--- src/sam_pkg.sv ---
`default_nettype none
package sam_pkg;
  // ==========================================
  // Widths and sequencing
  localparam int unsigned FACTOR_W = 8;
  localparam int unsigned PROD_W = 16;
  localparam int unsigned SEQ_W = 4;
  localparam logic [3:0] SEQ_IDLE = 4'h0;
  localparam logic [3:0] SEQ_FIRST = 4'h8;
  localparam logic [3:0] SEQ_TERM = 4'hF;
  localparam logic [15:0] PROD_RESET = 16'h0000;
  localparam int unsigned LATENCY_CYCLES = 10;

  typedef enum logic [1:0] {
    SAM_IDLE = 2'b00,
    SAM_LOAD = 2'b01,
    SAM_STEP = 2'b10
  } sam_phase_t;

  typedef struct packed {
    sam_phase_t phase;
    logic [3:0] seq;
    logic [15:0] prod;
    logic ready_flag;
    logic busy;
    logic start_prev;
  } sam_state_t;
endpackage
`default_nettype wire

--- src/sam_multiplier.sv ---
// Contract
// RQ1: 8x8 shift-add product, ten clocks after start
// RQ2: Free clock; ready marks valid product
// RQ3: Idle: counter at zero, register held
// RQ4: Host requests by start high-to-low edge
// RQ5: First edge: clear ready, set busy, load
// RQ6: Next edge: counter eight, capture A, clear
// RQ7: Eight steps: count up, shift low byte
// RQ8: Multiplier bit zero: plain right shift
// RQ9: Multiplier bit one: add B, shift right
// RQ10: Counter fifteen: set ready, drop busy
// RQ11: Wide variant doubles counter, adder, register
// RQ12: Starts ignored while busy
`default_nettype none
module sam_multiplier
  import sam_pkg::*;
(
  input wire logic core_clk,
  input wire logic resetn,
  input wire logic start,
  input wire logic [7:0] factor_a,
  input wire logic [7:0] factor_b,
  output logic [15:0] product,
  output logic ready_flag,
  output logic busy,
  output logic parallel_load_enable,
  output logic master_clear,
  output logic terminal_count_flag
);
  // ==========================================
  // State
  sam_state_t st;
  sam_state_t next_st;
  logic start_fall;
  logic [8:0] sum;

  // Fixed 8x8; the wide variant adds a counter stage and doubles datapath, see RQ11
  assign start_fall = st.start_prev && !start; // see RQ4
  assign sum = {1'b0, st.prod[15:8]} + {1'b0, factor_b}; // see RQ9

  always_comb begin
    next_st = st;
    next_st.start_prev = start;
    unique case (st.phase)
      SAM_IDLE: begin
        // Register held: no write while idle, see RQ3
        next_st.seq = SEQ_IDLE;
        if (start_fall) begin // see RQ12
          next_st.phase = SAM_LOAD;
          next_st.ready_flag = 1'b0; // see RQ5
          next_st.busy = 1'b1;
        end
      end
      SAM_LOAD: begin
        next_st.seq = SEQ_FIRST; // see RQ6
        next_st.prod = {8'h00, factor_a};
        next_st.phase = SAM_STEP;
      end
      SAM_STEP: begin
        next_st.seq = st.seq + 4'h1; // see RQ7
        if (st.prod[0]) begin
          next_st.prod = {sum, st.prod[7:1]}; // see RQ9
        end else begin
          next_st.prod = {1'b0, st.prod[15:1]}; // see RQ8
        end
        if (st.seq == SEQ_TERM) begin
          // Terminal count closes the cycle; wrap returns to zero, see RQ10
          // Eighth step still runs here, so the product lands with ready
          next_st.seq = SEQ_IDLE;
          next_st.phase = SAM_IDLE;
          next_st.ready_flag = 1'b1;
          next_st.busy = 1'b0;
        end
      end
      default: next_st.phase = SAM_IDLE;
    endcase
  end

  // Reset comes up idle with ready set and an all-zero product
  always_ff @(posedge core_clk or negedge resetn) begin
    if (!resetn) begin
      st <= '{phase: SAM_IDLE, seq: SEQ_IDLE, prod: PROD_RESET,
              ready_flag: 1'b1, busy: 1'b0, start_prev: 1'b0};
    end else begin
      st <= next_st;
    end
  end

  assign product = st.prod; // see RQ2
  assign ready_flag = st.ready_flag;
  assign busy = st.busy;
  assign parallel_load_enable = (st.phase == SAM_LOAD); // see RQ5
  assign master_clear = (st.phase == SAM_LOAD);
  assign terminal_count_flag = (st.seq == SEQ_TERM);

  // ==========================================
  // Checks
  property p_idle_hold;
    @(posedge core_clk) disable iff (!resetn)
      (st.phase == SAM_IDLE && !start_fall) |=> $stable(product) && !busy && st.seq == 4'h0;
  endproperty
  a_idle_hold: assert property (p_idle_hold) else $error("idle changed state"); // see RQ3

  property p_start_busy;
    @(posedge core_clk) disable iff (!resetn)
      (st.phase == SAM_IDLE && start_fall) |=> busy && !ready_flag && parallel_load_enable;
  endproperty
  a_start_busy: assert property (p_start_busy) else $error("start not taken"); // see RQ5

  property p_load;
    @(posedge core_clk) disable iff (!resetn)
      parallel_load_enable |=> st.seq == 4'h8 && product == {8'h00, $past(factor_a)};
  endproperty
  a_load: assert property (p_load) else $error("load wrong"); // see RQ6

  property p_count;
    @(posedge core_clk) disable iff (!resetn)
      (st.phase == SAM_STEP && st.seq != 4'hF) |=> st.seq == $past(st.seq) + 4'h1;
  endproperty
  a_count: assert property (p_count) else $error("counter did not step"); // see RQ7

  property p_shift0;
    @(posedge core_clk) disable iff (!resetn)
      (st.phase == SAM_STEP && !product[0])
        |=> product == {1'b0, $past(product[15:1])};
  endproperty
  a_shift0: assert property (p_shift0) else $error("plain shift wrong"); // see RQ8

  property p_add1;
    @(posedge core_clk) disable iff (!resetn)
      (st.phase == SAM_STEP && product[0])
        |=> product == {$past(sum), $past(product[7:1])};
  endproperty
  a_add1: assert property (p_add1) else $error("add step wrong"); // see RQ9

  property p_done;
    @(posedge core_clk) disable iff (!resetn)
      terminal_count_flag |=> ready_flag && !busy;
  endproperty
  a_done: assert property (p_done) else $error("done not flagged"); // see RQ10

  property p_latency;
    @(posedge core_clk) disable iff (!resetn)
      (st.phase == SAM_IDLE && start_fall) |=> busy [*8] ##1 busy ##1 (ready_flag && !busy)
        ##0 product == $past(factor_a, 9) * $past(factor_b, 1);
  endproperty
  a_latency: assert property (p_latency) else $error("product late or wrong"); // see RQ1

  property p_ignore;
    @(posedge core_clk) disable iff (!resetn)
      (busy && !terminal_count_flag) |=> busy;
  endproperty
  a_ignore: assert property (p_ignore) else $error("busy dropped early"); // see RQ12

  // ==========================================
  // Checks on counter, flags and handshake
  property p_load_once;
    @(posedge core_clk) disable iff (!resetn)
      parallel_load_enable |=> !parallel_load_enable && busy && product[15:8] == 8'h00;
  endproperty
  a_load_once: assert property (p_load_once) else $error("load not single"); // see RQ6

  property p_clear_with_load;
    @(posedge core_clk) disable iff (!resetn)
      master_clear |-> parallel_load_enable && busy && !ready_flag;
  endproperty
  a_clear_with_load: assert property (p_clear_with_load) else $error("clear out of step"); // see RQ5

  property p_low_shift;
    @(posedge core_clk) disable iff (!resetn)
      (st.phase == SAM_STEP) |=> product[6:0] == $past(product[7:1]);
  endproperty
  a_low_shift: assert property (p_low_shift) else $error("low byte not shifted"); // see RQ7

  property p_step_count;
    @(posedge core_clk) disable iff (!resetn)
      parallel_load_enable |=> busy [*8] ##1 !busy;
  endproperty
  a_step_count: assert property (p_step_count) else $error("step count wrong"); // see RQ7

  property p_seq_range;
    @(posedge core_clk) disable iff (!resetn)
      (busy && !parallel_load_enable) |-> st.seq >= SEQ_FIRST;
  endproperty
  a_seq_range: assert property (p_seq_range) else $error("counter out of range"); // see RQ7

  property p_idle_seq;
    @(posedge core_clk) disable iff (!resetn)
      !busy |-> st.phase == SAM_IDLE && st.seq == SEQ_IDLE;
  endproperty
  a_idle_seq: assert property (p_idle_seq) else $error("idle counter not zero"); // see RQ3

  property p_ready_hold;
    @(posedge core_clk) disable iff (!resetn)
      (ready_flag && !start_fall) |=> ready_flag && $stable(product);
  endproperty
  a_ready_hold: assert property (p_ready_hold) else $error("ready result lost"); // see RQ2

  property p_busy_excl;
    @(posedge core_clk) disable iff (!resetn)
      busy |-> !ready_flag;
  endproperty
  a_busy_excl: assert property (p_busy_excl) else $error("ready while busy"); // see RQ2

  property p_tc_busy;
    @(posedge core_clk) disable iff (!resetn)
      terminal_count_flag |-> busy && st.phase == SAM_STEP;
  endproperty
  a_tc_busy: assert property (p_tc_busy) else $error("terminal count outside steps"); // see RQ10

  property p_term_wrap;
    @(posedge core_clk) disable iff (!resetn)
      terminal_count_flag |=> st.seq == SEQ_IDLE && !terminal_count_flag;
  endproperty
  a_term_wrap: assert property (p_term_wrap) else $error("counter did not wrap"); // see RQ10

  property p_ignore_start;
    @(posedge core_clk) disable iff (!resetn)
      (busy && start_fall) |=> !parallel_load_enable;
  endproperty
  a_ignore_start: assert property (p_ignore_start) else $error("start taken while busy"); // see RQ12
endmodule
`default_nettype wire

--- config.mk ---
export PLATFORM = sky130hd
export DESIGN_NAME = sam_multiplier
export DESIGN_NICKNAME = d
export VERILOG_FILES = /design/src/sam_pkg.sv /design/src/sam_multiplier.sv
export SDC_FILE = /design/constraint.sdc
export NUM_CORES = 1
export LEC_CHECK = 0
export ABC_AREA = 1
export BUFFER_PORTS_ARGS = -buffer_cell sky130_fd_sc_hd__buf_4
export CORE_UTILIZATION = 48
export CTS_CLUSTER_DIAMETER = 30
export DETAILED_ROUTE_END_ITERATION = 6
export HOLD_SLACK_MARGIN = 0.08
export PLACE_DENSITY = 0.83
export SLEW_MARGIN = 20
export SYNTH_ARGS = -nofsm -noshare
export SYNTH_HDL_FRONTEND = slang
export SYNTH_SLANG_ARGS = --single-unit
--- constraint.sdc ---
create_clock -name core_clk -period 1.55 [get_ports core_clk]
set_clock_uncertainty 0.05 [all_clocks]
set_input_delay 0.0775 -clock core_clk [delete_from_list [all_inputs] [get_ports core_clk]]
set_output_delay 0.0775 -clock core_clk [all_outputs]
set_load 0.05 [all_outputs]
# Word level (Yosys, flattened, before mapping)
# Cells that the tools add are included.
# totals
reg_bits	25
in_bits	19
out_inout_bits	21
# op_classes
eq_ne	5
reduce_logical	8
add_sub_neg	2
mux	8
# op_table
op	n
$pmux W16 S2	1
$mux W16	1
$pmux W4 S3	1
$add A8 B8 Y9	1
$mux W6	1
$pmux W2 S3	1
$add A4 B1 Y4 const B	1
$eq A4 B4 Y1 const B	1
$mux W2	2
$ne A2 B2 Y1 const B	2
$pmux W2 S2	1
$reduce_bool A2 Y1	2
$reduce_and A3 Y1	1
$reduce_bool A3 Y1	1
$eq A2 B1 Y1 const B	1
$eq A2 B2 Y1 const B	1
$logic_not A2 Y1	1
$reduce_and A2 Y1	1
$logic_and A1 B1 Y1	1
$logic_not A1 Y1	1

# Longest topological paths before layout
# depth
word_depth	4
ltp_mapped	12
ltp_nobuf	12

# Worst setup path after synthesis
# No wires, ideal clock.
# synth_path
path_kind	reg2reg
start	register st, in the netlist product[8]
end	register st, in the netlist product[11]
arrival_ns	1.507
required_ns	1.426
setup_slack_ns	-0.081
path_stages_with_launch	12
period_less_slack_ns	1.631
cell_sequence	dfrtp_1 -> ha_1 -> inv_1 -> fa_1 -> inv_1 -> nand2_1 -> nand2_1 -> nand2_1 -> or2_1 -> nand3_1 -> nand2_1 -> o21ai_2
# synth_via
elab_chain_cells	3
# synth_rtl
item	line_no	rtl
start, declared	sam_multiplier.sv:32	sam_state_t st;
start signal, assigned	sam_multiplier.sv:82	st <= '{phase: SAM_IDLE, seq: SEQ_IDLE, prod: PROD_RESET,
start signal, assigned	sam_multiplier.sv:85	st <= next_st;
$add A8 B8 Y9	sam_multiplier.sv:39	assign sum = {1'b0, st.prod[15:8]} + {1'b0, factor_b};
$mux W16	sam_multiplier.sv:61	if (st.prod[0]) begin
$pmux W16 S2	sam_multiplier.sv:44	unique case (st.phase)
# Every way passes these cells.
# A chain may end at the register's enable or synchronous reset.

# Final worst setup path
# Ends and elaborated chain as after synthesis.

==> reports/metrics.yaml <==
viasPerCell: 4.96
synthToLayoutAreaGrowth_pct: 35.2
worst_pin_slew_ns: 0.327
wl_mm: 4.07
cts_made_buffers: 3
clkLatencyLatePin_ns: 0.33
dp_slack_ns: -0.118
path_max_fanout: 3
cts_tree: "done"
drc: 0
dp_hpwl_mm: 2.89
timing.final.crit_share_pct: 113
rr_startpoint: "product[8]$_DFFE_PN0P_"
start_util_pct: 50.9
setup_ws_ns: -0.205
die_x_um: 62.0
outcome: "finished, violations left"
min_path_type: "input port to asynchronous set/reset pin"
rsz0062_at_grt: "true"
rows: 21
grtUsageTotal_pct: 22.4
cp-end-kind: "flip-flop"
drtIter0Drc: 90
cts_buffer_depth: 2
hold-worst-slack_ns: 0.119
dp.cells: 305
cpMostUsedCell: "nand2_2"
cts-root-buf: "clkbuf_4"
fin_nets: 313
ir_drop_uv: 1660
highest_layer: "met4"
ioPinCount: 40
final_core_util_pct: 68.9
clock_sinks: 25
slew_headroom_pct: 78.2
total_power_mw: 5.22
worstPathCellList: "ha_2 -> inv_2 -> fa_2 -> inv_2 -> nand2_2 -> nand2_2 -> nand2_2 -> or2_1 -> nand3_1 -> nand2_1 -> o21ai_2"
critPathArrivalTime_ns: 1.98
syn_nets: 261
start_kind: "flip-flop"
overflow: 0
power.leakage_nw: 1.17
power_density_mw_per_mm2: 2230
final_cell_area_mm2: 0.00233
syn_area_mm2: 0.00173
max_stage_delay_ns: 0.39
synth_warnings: 0
rr_worst_depth: 11
ff2ff_setup_slack_ns: -0.21
routed-wl-met2_mm: 2.18
r2r-end: "product[11]$_DFFE_PN0P_"
cts_max_level: 1
slowest_stage: "dfrtp_1"
ant_nets: 0
ys_seq_area_share_pct: 36.3
yosys.cell_types.count: 25
ys_ff_latch: 25
die_area_mm2: 0.00384
hold_violations: 0
clk_transition_reported_paths_ns: 0.14
syn-mean-instance-area_um2: 7.61
setup_viol_count_final: 4
synthCells: 227
wl_per_cell_um: 12.6
slew_viol_final: 0
grt_pass1_vias: 1467
wl_met1_mm: 1.69
grt_antenna_before_repair: 0
grt_start_max_net_pins: 26
drtPass1Iterations: 4
maxCapViolCount: 0
place_area_mm2: 0.00203
wl_met3_um: 135
core_mm2: 0.00339
fillers: 288
num_vias: 1606
die_h_um: 62.0
io_buffers: 39
layout-drive-gt1-share_pct: 33.8
gp_congestion: 0.779
critPathKind: "flip-flop to flip-flop"
crit_required_ns: 1.77
grt_pass1_wl_mm: 6.24
diodes: 0
setup_tns_ns: -0.704
post-route-min-period_ns: 1.76
timing.fmax_mhz: 570
stdcell_count: 324
violations: "negative setup slack"
## per-layer routing
metal,track usage (%),vias to the layer above
li1,-,810
met1,26.9,743
met2,42.1,48
met3,1.45,5
met4,7.62,0
met5,0,-
## state kept, by name, indices dropped and copies added, names as in the netlist
signal and cells:
product 16, ready_flag 1, st 7, busy 1
## worst max-delay path by stage
stage / from / to / slack [ns] / depth (start not counted)
4_1_cts: product[8]$_DFFE_PN0P_ / product[11]$_DFFE_PN0P_ / -0.15 / 11
3_3_place_gp: product[8]$_DFFE_PN0P_ / product[11]$_DFFE_PN0P_ / -0.04 / 11
6_report: product[8]$_DFFE_PN0P_ / product[11]$_DFFE_PN0P_ / -0.21 / 11
5_1_grt: product[8]$_DFFE_PN0P_ / product[11]$_DFFE_PN0P_ / -0.30 / 11
3_5_place_dp: product[8]$_DFFE_PN0P_ / product[11]$_DFFE_PN0P_ / -0.12 / 11
2_1_floorplan: product[8]$_DFFE_PN0P_ / product[11]$_DFFE_PN0P_ / -0.03 / 11
## repair_timing
action,in CTS,in global routing
endpoints found under the setup margin,7,19
endpoints found under the hold margin,34,0
resized for setup,1,28
hold buffers,10,0
setup buffers,0,5
pin swaps,0,7
## layout make-up
cell class / instances / area, um^2 / share of cell area, %
multi-input cells: 155 / 962 / 41.2
flip-flops and latches: 25 / 627 / 26.8
repair buffers: 69 / 563 / 24.1
inverters: 25 / 97.6 / 4.18
well taps: 46 / 57.6 / 2.47
clock buffers: 3 / 22.5 / 0.965
clock inverters: 1 / 5.00 / 0.214
## power breakdown
part | internal, mW | total (mW) | switching [mW]
combinational | 1.46 | 3.75 | 2.29
clock | 0.0971 | 0.305 | 0.208
sequential | 0.929 | 1.16 | 0.230
## placed cells by master (no fill, tap or decap), types with 4 or more instances in the layout
cell type	n
o21ai_1	5
buf_4	56
a21oi_1	12
inv_1	18
nand2_2	6
nor2_1	20
nand3_1	13
dlygate4sd3_1	10
dfrtp_1	24
ha_1	4
ha_4	7
inv_2	6
o21ai_0	19
nand2_1	50
## worst max-delay path, delay by kind of cell (launching register included)
kind	cells	cell delay [ns]
buffers and inverters	2	0.10
AO/OA/AOI/OAI	1	0.06
adder cells (fa/ha/maj)	2	0.58
flip-flops	1	0.39
AND/OR/NAND/NOR	6	0.51
## Yosys cell counts
library cell / instances / area [um^2]
inv_2: 2 / 7.51
dfstp_2: 1 / 26.3
nand2_1: 56 / 210
o21a_1: 1 / 7.51
dfrtp_1: 24 / 601
or2_4: 1 / 8.76
nand3b_1: 1 / 7.51
clkbuf_2: 1 / 5.00
or2_1: 3 / 18.8
buf_6: 1 / 11.3
nand2_4: 1 / 11.3
inv_1: 23 / 86.3
buf_4: 18 / 135
nand3_1: 13 / 65.1
fa_1: 1 / 20.0
nor2_1: 20 / 75.1
a21oi_1: 12 / 60.1
o31ai_1: 2 / 15.0
xnor2_1: 2 / 17.5
buf_2: 2 / 10.0
ha_1: 14 / 175
o21ai_1: 2 / 10.0
o22ai_1: 1 / 6.26
o21ai_0: 22 / 110
o21ai_2: 3 / 26.3
## kinds of logic (layout without fill, tap and decap cells)
group,Yosys count,after routing,synth area share (%)
buffers and inverters,47,98,14.8
adder cells (fa/ha/maj),15,15,11.3
flip-flops,25,25,36.3
AND/OR/NAND/NOR,95,95,23.0
AO/OA/AOI/OAI,43,43,13.6
XOR/XNOR,2,2,1.01
No activity file was read; power rests on OpenSTA's default activity.
